===== config.mk =====
export PLATFORM = sky130hd
export DESIGN_NAME = sdram_command_address_interface
export DESIGN_NICKNAME = d
export VERILOG_FILES = /design/src/core/sdram_ca_pkg.sv /design/src/core/word_fifo.sv /design/src/core/sdram_command_address_interface.sv
export SDC_FILE = /design/constraint.sdc
export NUM_CORES = 1
export LEC_CHECK = 0
export BUFFER_PORTS_ARGS = -buffer_cell sky130_fd_sc_hd__buf_2
export CAP_MARGIN = 20
export CORE_MARGIN = 2
export CORE_UTILIZATION = 40
export CTS_CLUSTER_DIAMETER = 150
export DETAILED_ROUTE_END_ITERATION = 7
export GPL_TIMING_DRIVEN = 1
export SLEW_MARGIN = 20
export SYNTH_ARGS = -nofsm -noshare
export SYNTH_HDL_FRONTEND = slang
export SYNTH_SLANG_ARGS = --single-unit

===== constraint.sdc =====
create_clock -name mclk -period 19.15 [get_ports mclk]
set_clock_uncertainty 0.1 [all_clocks]
set_input_delay 3.83 -clock mclk [delete_from_list [all_inputs] [get_ports mclk]]
set_output_delay 3.83 -clock mclk [all_outputs]
set_load 0.02 [all_outputs]

===== src/core/sdram_ca_pkg.sv =====
// shared constants and types of the dram command/address interface
`default_nettype none
package sdram_ca_pkg;
  localparam int BANK_COUNT   = 8;
  localparam int BANK_W       = 3;
  localparam int ROW_W        = 13;
  localparam int COL_W        = 10;
  localparam int WORD_W       = 16;
  localparam int PREFETCH     = 8;
  localparam int PAIR_W       = 2 * WORD_W;
  localparam int FETCH_W      = PREFETCH * WORD_W;
  localparam int FIFO_DEPTH   = 8;
  localparam int MODE_REGS    = 4;
  // address bits with extra duties
  localparam int PRECHARGE_FLAG_BIT = 10;
  localparam int CHOP_SELECT_BIT    = 12;
  // mode register 0 fields
  localparam int MR0_BL_LSB   = 0;
  localparam int MR0_TYPE_BIT = 3;
  localparam int MR0_CL_LSB   = 4;
  localparam logic [1:0] BL_FIXED8 = 2'h0;
  localparam logic [1:0] BL_ON_FLY = 2'h1;
  // mode register 1 added latency field
  localparam int MR1_AL_LSB   = 3;
  localparam logic [1:0] AL_ZERO  = 2'h0;
  localparam logic [1:0] AL_CL_M1 = 2'h1;
  localparam logic [1:0] AL_CL_M2 = 2'h2;
  localparam logic [3:0] CL_BASE  = 4'h4;
  localparam logic [ROW_W-1:0] MODE_RESET = 13'h0000;
  // last pair index of a full and of a chopped burst
  localparam logic [1:0] LAST_FULL = 2'h3;
  localparam logic [1:0] LAST_CHOP = 2'h1;

  typedef enum logic [2:0] {
    CMD_NOP, CMD_MODE_SET, CMD_REFRESH, CMD_PRECHARGE, CMD_ROW_OPEN, CMD_READ, CMD_WRITE
  } command_t;

  typedef enum logic [1:0] {BURST_IDLE, BURST_WAIT, BURST_RUN} burst_state_t;

  // command and address pins as sampled at the clock crossing
  typedef struct packed {
    logic              chip_select_n;
    logic              row_strobe_n;
    logic              column_strobe_n;
    logic              write_flag_n;
    logic [BANK_W-1:0] bank_select_lines;
    logic [ROW_W-1:0]  address;
  } ca_bus_t;

  // decoded command toward the array
  typedef struct packed {
    command_t          kind;
    logic [BANK_W-1:0] bank;
    logic [ROW_W-1:0]  address;
    logic              all_banks;
    logic              auto_precharge;
  } array_cmd_t;

  // one write pair toward the array
  typedef struct packed {
    logic [BANK_W-1:0] bank;
    logic [COL_W-1:0]  col;
    logic [PAIR_W-1:0] pair;
  } wr_entry_t;
endpackage
`default_nettype wire


===== src/core/word_fifo.sv =====
// flip-flop fifo with valid/ready on both sides
`default_nettype none
module word_fifo #(
  parameter int WIDTH = 8,
  parameter int DEPTH = 8
) (
  input  wire logic             mclk,
  input  wire logic             reset,
  input  wire logic             in_valid,
  output logic                  in_ready,
  input  wire logic [WIDTH-1:0] in_data,
  output logic                  out_valid,
  input  wire logic             out_ready,
  output logic      [WIDTH-1:0] out_data
);
  localparam int PW = $clog2(DEPTH);
  logic [WIDTH-1:0] store [DEPTH];
  logic [PW-1:0]    wr_ptr, rd_ptr, next_wr_ptr, next_rd_ptr;
  logic [PW:0]      count, next_count;
  logic             push, pop;

  ////////////////////////////////////////////////////////////////
  // pointer and fill bookkeeping
  always_comb
  begin
    in_ready    = (count != (PW+1)'(DEPTH));
    out_valid   = (count != '0);
    push        = in_valid && in_ready;
    pop         = out_valid && out_ready;
    next_wr_ptr = push ? PW'((wr_ptr + 1'b1) % DEPTH) : wr_ptr;
    next_rd_ptr = pop ? PW'((rd_ptr + 1'b1) % DEPTH) : rd_ptr;
    next_count  = count + (PW+1)'(push) - (PW+1)'(pop);
  end

  always_ff @(posedge mclk)
  begin
    if (reset)
    begin
      wr_ptr <= '0;
      rd_ptr <= '0;
      count  <= '0;
    end
    else
    begin
      wr_ptr <= next_wr_ptr;
      rd_ptr <= next_rd_ptr;
      count  <= next_count;
    end
  end

  // storage written at the write pointer
  always_ff @(posedge mclk)
  begin
    if (push)
      store[wr_ptr] <= in_data;
  end

  assign out_data = store[rd_ptr];
endmodule // word_fifo
`default_nettype wire


===== src/core/sdram_command_address_interface.sv =====
// command, address and data-path front end of an eight-bank x16 ddr dram
//
// Contract
// - capture inputs at true-rise, complement-fall crossing
// - read data one word per half-period; the code drives one word pair per clock on the rising edge
// - data qualified by strobe pair, not clock; the code samples write pairs on mclk rise while data_strobe_in is high
// - gate low freezes state from next cycle
// - power-down only with all banks idle
// - bank select lines choose one of eight
// - 13-bit row, 10-bit column from address
// - mode set loads address as opcode
// - flag bit high closes bank after burst
// - precharge flag high closes all banks
// - eight banks keep rows open concurrently
// - 16-bit words, eight banks
// - burst four or eight, sequential/interleaved order
// - added latency zero, latency-1, latency-2
// - eight-word prefetch streamed over half-periods; the code streams it as four word pairs, one per clock
// - chip select high masks all commands
// - row strobe only: row-open or precharge
// - column strobe only: read or write
// - chop select low shortens the burst
`default_nettype none
module sdram_command_address_interface (
  input  wire logic                             mclk,
  input  wire logic                             reset,
  input  wire logic                             clock_gate,
  input  wire sdram_ca_pkg::ca_bus_t            ca,
  input  wire logic [sdram_ca_pkg::PAIR_W-1:0]  dq_in,
  input  wire logic                             data_strobe_in,
  output logic      [sdram_ca_pkg::PAIR_W-1:0]  dq_out,
  output logic                                  dq_oe,
  output logic                                  data_strobe_out,
  output logic                                  complementary_strobe_out,
  output logic                                  data_strobe_oe,
  output logic                                  write_data_ready,
  output sdram_ca_pkg::array_cmd_t              array_cmd,
  output logic                                  array_cmd_valid,
  input  wire logic [sdram_ca_pkg::FETCH_W-1:0] array_rd_data,
  output logic                                  array_wr_valid,
  input  wire logic                             array_wr_ready,
  output sdram_ca_pkg::wr_entry_t               array_wr_entry,
  output logic      [sdram_ca_pkg::BANK_COUNT-1:0] bank_open_flags,
  output logic      [4:0]                       read_latency,
  output logic      [3:0]                       added_command_latency,
  output logic                                  burst_busy,
  output logic                                  power_down,
  output logic                                  self_refresh,
  output logic                                  refused
);
  import sdram_ca_pkg::*;

  ca_bus_t                ca_q;
  logic                   gate_q;
  command_t               raw_cmd, cmd;
  logic [ROW_W-1:0]       mode_reg [MODE_REGS];
  logic [ROW_W-1:0]       next_mode_reg [MODE_REGS];
  logic                   bank_open [BANK_COUNT];
  logic                   next_bank_open [BANK_COUNT];
  logic [ROW_W-1:0]       open_row [BANK_COUNT];
  logic [ROW_W-1:0]       next_open_row [BANK_COUNT];
  burst_state_t           burst_state, next_burst_state;
  logic [4:0]             wait_cnt, next_wait_cnt;
  logic [1:0]             beat, next_beat, last_beat, next_last_beat;
  logic                   burst_write, next_burst_write, burst_ap, next_burst_ap;
  logic                   interleave, next_interleave, fetch_pending, next_fetch_pending;
  logic [BANK_W-1:0]      burst_bank, next_burst_bank;
  logic [COL_W-1:0]       burst_col, next_burst_col;
  logic [FETCH_W-1:0]     prefetch, next_prefetch;
  logic [PAIR_W-1:0]      next_dq_out;
  logic                   next_dq_oe, next_self_refresh, next_refused, next_cmd_valid;
  array_cmd_t             next_cmd;
  logic [3:0]             cas_lat;
  logic                   frozen, access_ok, accepted, burst_close, full_burst, all_idle;
  logic                   push_valid, push_ready;
  wr_entry_t              push_entry;

  // position of the i-th word of a burst starting at a column
  function automatic logic [2:0] word_index(input logic [2:0] start, input logic [2:0] i,
                                            input logic inter);
    word_index = inter ? (start ^ i) : {start[2] ^ i[2], 2'(start[1:0] + i[1:0])};
  endfunction

  ////////////////////////////////////////////////////////////////
  // pin capture on the rising crossing of the clock pair
  always_ff @(posedge mclk)
  begin
    if (reset)
    begin
      ca_q   <= '{chip_select_n: 1'b1, row_strobe_n: 1'b1, column_strobe_n: 1'b1,
                  write_flag_n: 1'b1, default: '0};
      gate_q <= 1'b1;
    end
    else
    begin
      ca_q   <= ca;
      gate_q <= clock_gate;
    end
  end

  ////////////////////////////////////////////////////////////////
  // command decode, masked by chip select and the clock gate
  always_comb
  begin
    raw_cmd = CMD_NOP;
    if (!ca_q.chip_select_n)
    begin
      case ({ca_q.row_strobe_n, ca_q.column_strobe_n, ca_q.write_flag_n})
        3'h0:    raw_cmd = CMD_MODE_SET;
        3'h1:    raw_cmd = CMD_REFRESH;
        3'h2:    raw_cmd = CMD_PRECHARGE;
        3'h3:    raw_cmd = CMD_ROW_OPEN;
        3'h4:    raw_cmd = CMD_WRITE;
        3'h5:    raw_cmd = CMD_READ;
        default: raw_cmd = CMD_NOP;
      endcase
    end
    frozen = !gate_q;
    cmd    = frozen ? CMD_NOP : raw_cmd;
  end

  // latency and burst length from the mode registers
  always_comb
  begin
    cas_lat = 4'(mode_reg[0][MR0_CL_LSB +: 3]) + CL_BASE;
    case (mode_reg[1][MR1_AL_LSB +: 2])
      AL_CL_M1: added_command_latency = cas_lat - 4'h1;
      AL_CL_M2: added_command_latency = cas_lat - 4'h2;
      default:  added_command_latency = 4'h0;
    endcase
    read_latency = 5'(cas_lat) + 5'(added_command_latency);
    full_burst   = (mode_reg[0][MR0_BL_LSB +: 2] == BL_FIXED8) ||
                   ((mode_reg[0][MR0_BL_LSB +: 2] == BL_ON_FLY) && ca_q.address[CHOP_SELECT_BIT]);
    access_ok    = bank_open[ca_q.bank_select_lines] && (burst_state == BURST_IDLE);
    accepted     = ((cmd != CMD_READ) && (cmd != CMD_WRITE)) || access_ok;
    burst_close  = !frozen && (burst_state == BURST_RUN) && burst_ap && (beat == last_beat) &&
                   (!burst_write || (data_strobe_in && push_ready)); // close only once the last pair is taken
  end

  ////////////////////////////////////////////////////////////////
  // mode registers loaded with the address opcode
  always_comb
  begin
    for (int m = 0; m < MODE_REGS; m++)
      next_mode_reg[m] = mode_reg[m];
    if (cmd == CMD_MODE_SET && !ca_q.bank_select_lines[2])
      next_mode_reg[ca_q.bank_select_lines[1:0]] = ca_q.address;
  end

  // per-bank open flag and open row
  for (genvar g = 0; g < BANK_COUNT; g++)
  begin : bank_slot
    always_comb
    begin
      next_bank_open[g] = bank_open[g];
      next_open_row[g]  = open_row[g];
      if (cmd == CMD_ROW_OPEN && ca_q.bank_select_lines == BANK_W'(g))
      begin
        next_bank_open[g] = 1'b1;
        next_open_row[g]  = ca_q.address;
      end
      if (cmd == CMD_PRECHARGE && (ca_q.address[PRECHARGE_FLAG_BIT] ||
          ca_q.bank_select_lines == BANK_W'(g)))
        next_bank_open[g] = 1'b0;
      if (burst_close && burst_bank == BANK_W'(g))
        next_bank_open[g] = 1'b0;
    end
    assign bank_open_flags[g] = bank_open[g];
  end

  always_ff @(posedge mclk)
  begin
    if (reset)
    begin
      for (int m = 0; m < MODE_REGS; m++)
        mode_reg[m] <= MODE_RESET;
      for (int b = 0; b < BANK_COUNT; b++)
      begin
        bank_open[b] <= 1'b0;
        open_row[b]  <= '0;
      end
    end
    else
    begin
      mode_reg  <= next_mode_reg;
      bank_open <= next_bank_open;
      open_row  <= next_open_row;
    end
  end

  ////////////////////////////////////////////////////////////////
  // command forwarding, refusal and low-power status
  always_comb
  begin
    all_idle          = (bank_open_flags == '0);
    next_cmd_valid    = (cmd != CMD_NOP) && accepted;
    next_refused      = (cmd != CMD_NOP) && !accepted;
    next_cmd.kind     = cmd;
    next_cmd.bank     = ca_q.bank_select_lines;
    next_cmd.address  = ((cmd == CMD_READ) || (cmd == CMD_WRITE)) ?
                        ROW_W'(ca_q.address[COL_W-1:0]) : ca_q.address;
    next_cmd.all_banks      = (cmd == CMD_PRECHARGE) && ca_q.address[PRECHARGE_FLAG_BIT];
    next_cmd.auto_precharge = ((cmd == CMD_READ) || (cmd == CMD_WRITE)) &&
                              ca_q.address[PRECHARGE_FLAG_BIT];
    next_self_refresh = self_refresh;
    if (gate_q)
      next_self_refresh = 1'b0;
    else if (raw_cmd == CMD_REFRESH && all_idle)
      next_self_refresh = 1'b1;
  end

  always_ff @(posedge mclk)
  begin
    if (reset)
    begin
      array_cmd       <= '{kind: CMD_NOP, default: '0};
      array_cmd_valid <= 1'b0;
      refused         <= 1'b0;
      self_refresh    <= 1'b0;
    end
    else
    begin
      array_cmd       <= next_cmd;
      array_cmd_valid <= next_cmd_valid;
      refused         <= next_refused;
      self_refresh    <= next_self_refresh;
    end
  end

  assign power_down = frozen && all_idle && !self_refresh;

  ////////////////////////////////////////////////////////////////
  // burst engine: latency wait, then one word pair per clock
  always_comb
  begin
    next_burst_state   = burst_state;
    next_wait_cnt      = wait_cnt;
    next_beat          = beat;
    next_last_beat     = last_beat;
    next_burst_write   = burst_write;
    next_burst_ap      = burst_ap;
    next_interleave    = interleave;
    next_burst_bank    = burst_bank;
    next_burst_col     = burst_col;
    next_fetch_pending = fetch_pending;
    next_prefetch      = prefetch;
    next_dq_out        = dq_out;
    next_dq_oe         = dq_oe;
    push_valid         = 1'b0;
    if (!frozen)
    begin
      next_dq_oe = 1'b0;
      if (fetch_pending)
      begin
        next_prefetch      = array_rd_data;
        next_fetch_pending = 1'b0;
      end
      case (burst_state)
        BURST_IDLE:
          if (next_cmd_valid && (cmd == CMD_READ || cmd == CMD_WRITE))
          begin
            next_burst_state   = BURST_WAIT;
            next_burst_write   = (cmd == CMD_WRITE);
            next_wait_cnt      = (cmd == CMD_WRITE) ? read_latency - 5'h2 : read_latency - 5'h1;
            next_beat          = 2'h0;
            next_last_beat     = full_burst ? LAST_FULL : LAST_CHOP;
            next_burst_ap      = ca_q.address[PRECHARGE_FLAG_BIT];
            next_interleave    = mode_reg[0][MR0_TYPE_BIT];
            next_burst_bank    = ca_q.bank_select_lines;
            next_burst_col     = ca_q.address[COL_W-1:0];
            next_fetch_pending = (cmd == CMD_READ);
          end
        BURST_WAIT:
          if (wait_cnt == 5'h0)
            next_burst_state = BURST_RUN;
          else
            next_wait_cnt = wait_cnt - 5'h1;
        BURST_RUN:
          if (burst_write)
          begin
            push_valid = data_strobe_in;
            if (data_strobe_in && push_ready)
            begin
              next_beat = beat + 2'h1;
              if (beat == last_beat)
                next_burst_state = BURST_IDLE;
            end
          end
          else
          begin
            next_dq_oe  = 1'b1;
            next_dq_out = {prefetch[WORD_W*word_index(burst_col[2:0], {beat, 1'b1}, interleave) +: WORD_W],
                           prefetch[WORD_W*word_index(burst_col[2:0], {beat, 1'b0}, interleave) +: WORD_W]};
            next_beat   = beat + 2'h1;
            if (beat == last_beat)
              next_burst_state = BURST_IDLE;
          end
        default: next_burst_state = BURST_IDLE;
      endcase
    end
    push_entry.bank = burst_bank;
    push_entry.col  = {burst_col[COL_W-1:3], beat, 1'b0};
    push_entry.pair = dq_in;
  end

  always_ff @(posedge mclk)
  begin
    if (reset)
    begin
      burst_state   <= BURST_IDLE;
      wait_cnt      <= '0;
      beat          <= '0;
      last_beat     <= '0;
      burst_write   <= 1'b0;
      burst_ap      <= 1'b0;
      interleave    <= 1'b0;
      burst_bank    <= '0;
      burst_col     <= '0;
      fetch_pending <= 1'b0;
      prefetch      <= '0;
      dq_out        <= '0;
      dq_oe         <= 1'b0;
    end
    else
    begin
      burst_state   <= next_burst_state;
      wait_cnt      <= next_wait_cnt;
      beat          <= next_beat;
      last_beat     <= next_last_beat;
      burst_write   <= next_burst_write;
      burst_ap      <= next_burst_ap;
      interleave    <= next_interleave;
      burst_bank    <= next_burst_bank;
      burst_col     <= next_burst_col;
      fetch_pending <= next_fetch_pending;
      prefetch      <= next_prefetch;
      dq_out        <= next_dq_out;
      dq_oe         <= next_dq_oe;
    end
  end

  // strobe pair travels with the read data
  assign data_strobe_out          = dq_oe;
  assign complementary_strobe_out = !dq_oe;
  assign data_strobe_oe           = dq_oe;
  assign burst_busy               = (burst_state != BURST_IDLE);
  assign write_data_ready         = push_ready && (burst_state == BURST_RUN) && burst_write;

  // write pairs buffered toward the array
  word_fifo #(.WIDTH($bits(wr_entry_t)), .DEPTH(FIFO_DEPTH)) write_buffer (
    .mclk      (mclk),
    .reset     (reset),
    .in_valid  (push_valid),
    .in_ready  (push_ready),
    .in_data   (push_entry),
    .out_valid (array_wr_valid),
    .out_ready (array_wr_ready),
    .out_data  (array_wr_entry)
  );
endmodule // sdram_command_address_interface
`default_nettype wire


==> impl_metrics.toml <==
[logic_synthesis]
ys_seq_area_share_pct = 63.3
syn_nets = 2033
synth_edf_count = 352
syn_inst = 1825
syn_area_um2 = 25000
postSynthAreaPerCell_um2 = 13.7
yosysWarnings = 0
synth-seq-cells = 615
async_reset_ff_share_pct = 0
synth_cell_types = 67
synthFlopType = "edfxtp_1"

[clocking]
tritoncts = "yes"
cts_root_buffer = "clkbuf_16"
insertion_delay_ps = 600
cts_setup_buffers = 0
ctsHtreeMaxLevel = 3
cts_made_buffers = 67
cts_sinks = 615
clockBufferDepth = 3
cts_resized = 0
cts.clk_slew.worst_paths_ps = 60
holdBufCountCts = 0

[worst_setup_path]
critPathLaunchType = "register"
worstSetupPathType = "register to primary output"
cp.required_ps = 15220
worstPathArrival_ps = 3290
cp-end-kind = "primary output"
path_max_fanout = 40

[floorplan]
die_height_um = 254
initial_core_util_pct = 40.5
die_w_um = 254
rows = 91
pin_count = 311
dieArea_um2 = 64600
core-area_um2 = 61800

[timing]
holdWs_ps = 366
period_share_pct = 37.7
hold_viol_final = 0
fin_crit_ps = 7220
max_freq_mhz = 138
setup_viol = 0
slew_violations = 0
setup_tns_ps = 0
tightestPinTransition_ps = 1060
slew_headroom_pct = 29.4
grt_setup_unrepaired = "false"

[finish]
final_util_pct = 47.9
areaGrowthSynthToFinish_pct = 18.4
mostFrequentLayoutCell = "edfxtp_1"
top_register = "write_buffer.store"
largest_register_ffs = 352
fillerInstances = 5493
fin_cells = 3003
nets = 2313
largestRegisters = "write_buffer.store: 352 flops, prefetch: 128 flops, dq_out: 32 flops"
layout_common_cells = "edfxtp_1 (352), nand2_1 (310), buf_2 (308), dfxtp_1 (260), a21oi_1 (163)"
final_layout_size_suffix_gt1_share_pct = 30.1

[route]
wl_per_cell_um = 20.7
route.detailed.drc = 0
dr.pass1.iters = 6
vias = 15900
ant_nets = 0
postRouteWirelength_mm = 62.1
vias_per_cell = 5.30
drt_iter0_drc = 1016

[place]
gp_congestion = 0.834
dp_cells = 2871
dpl.hpwl_mm = 38.2
io_buffers = 309

[worst_hold_path]
hold_path.class = "register to register"

[grt]
grt.overflow.total = 0
grt_first_pass_wirelength_mm = 94.0
grt_max_degree = 101
grt_usage_pct = 19.0
first_global_vias = 16200
antenna_found_initial = 10

[power]
peakVddDrop_mv = 0.0704
finalPower_w = 0.00312
p_leak_nw = 10.2
p_per_area_nw_per_um2 = 105

[run]
cap_violations = 0

[outcome]
outcome = "finished, final reports clean"
==> cell type report <==
class | count | area [um^2] | share of cell area, %
Clock buffer | 90 | 1810 | 6.12
Sequential cell | 615 | 15800 | 53.5
Clock inverter | 34 | 364 | 1.23
Timing Repair Buffer | 336 | 1800 | 6.07
Inverter | 31 | 116 | 0.393
Antenna cell | 6 | 15.0 | 0.0507
Multi-Input combinational cell | 1054 | 8640 | 29.1
Tap cell | 837 | 1050 | 3.53
==> path summary, 6_finish.rpt <==
kind / from / endpoint / slack [ps] / cells past startpoint
worst max-delay path: register / array_wr_entry[17] / 11930 / 5
worst min-delay path: last_beat[0]$_SDFFE_PP0P_ / last_beat[0]$_SDFFE_PP0P_ / 370 / 2
worst max register to register: mode_reg[44]$_SDFFE_PP0P_ / wait_cnt[3]$_SDFFE_PP0P_ / 15610 / 13
worst min register to register: last_beat[0]$_SDFFE_PP0P_ / last_beat[0]$_SDFFE_PP0P_ / 370 / 2
==> Yosys cell counts, drive strengths merged (31+ instances only) <==
library cell	count	area [um^2]
edfxtp	352	10600
nand2	311	1170
dfxtp	263	5270
a21oi	163	816
mux4	136	3060
clkbuf	84	315
nor2	74	278
mux2i	61	611
mux2	45	507
buf	41	240
nor2b	38	238
inv	31	116
==> critical path: stages (launching register included) <==
cell and delay (ps):
dfxtp_4 590, buf_16 310, buf_4 670, mux4_2 590
mux2_2 300, buf_2 160
==> metal layers <==
metal	wire length (um)	global-route usage, %	vias up
met5	29	0	-
li1	-	-	7357
met1	26500	25.1	8011
met2	30800	31.7	444
met3	3500	3.63	93
met4	1320	6.39	4
==> cell families (layout without fill, tap and decap cells) <==
logic type | after synthesis | count (layout) | synth area share, %
AOI/OAI and AO/OA | 274 | 274 | 6.75
xor gates and xnor gates | 20 | 20 | 0.805
other | 1 | 7 | 0.0150
and+or+nand+nor | 494 | 494 | 8.58
buffers and inverters | 156 | 491 | 2.68
DFF | 615 | 615 | 63.3
adders and majority gates | 23 | 23 | 1.21
muxes | 242 | 242 | 16.7
==> power breakdown <==
group	switching, W	leakage [nW]	internal [W]
clock	0.000533	1.06	0.000732
sequential	0.0000229	5.32	0.00140
combinational	0.000211	3.87	0.000214
==> through the flow <==
stage / setup WS [ps] / instance area [um^2]
2_1_floorplan: 9830 / 25000
5_1_grt: 11670 / 29600
4_1_cts: 11530 / 29600
3_3_place_gp: 12240 / 27400
6_report: 11930 / 29600
3_5_place_dp: 12220 / 27400
Power figures use the tool's default switching activity.
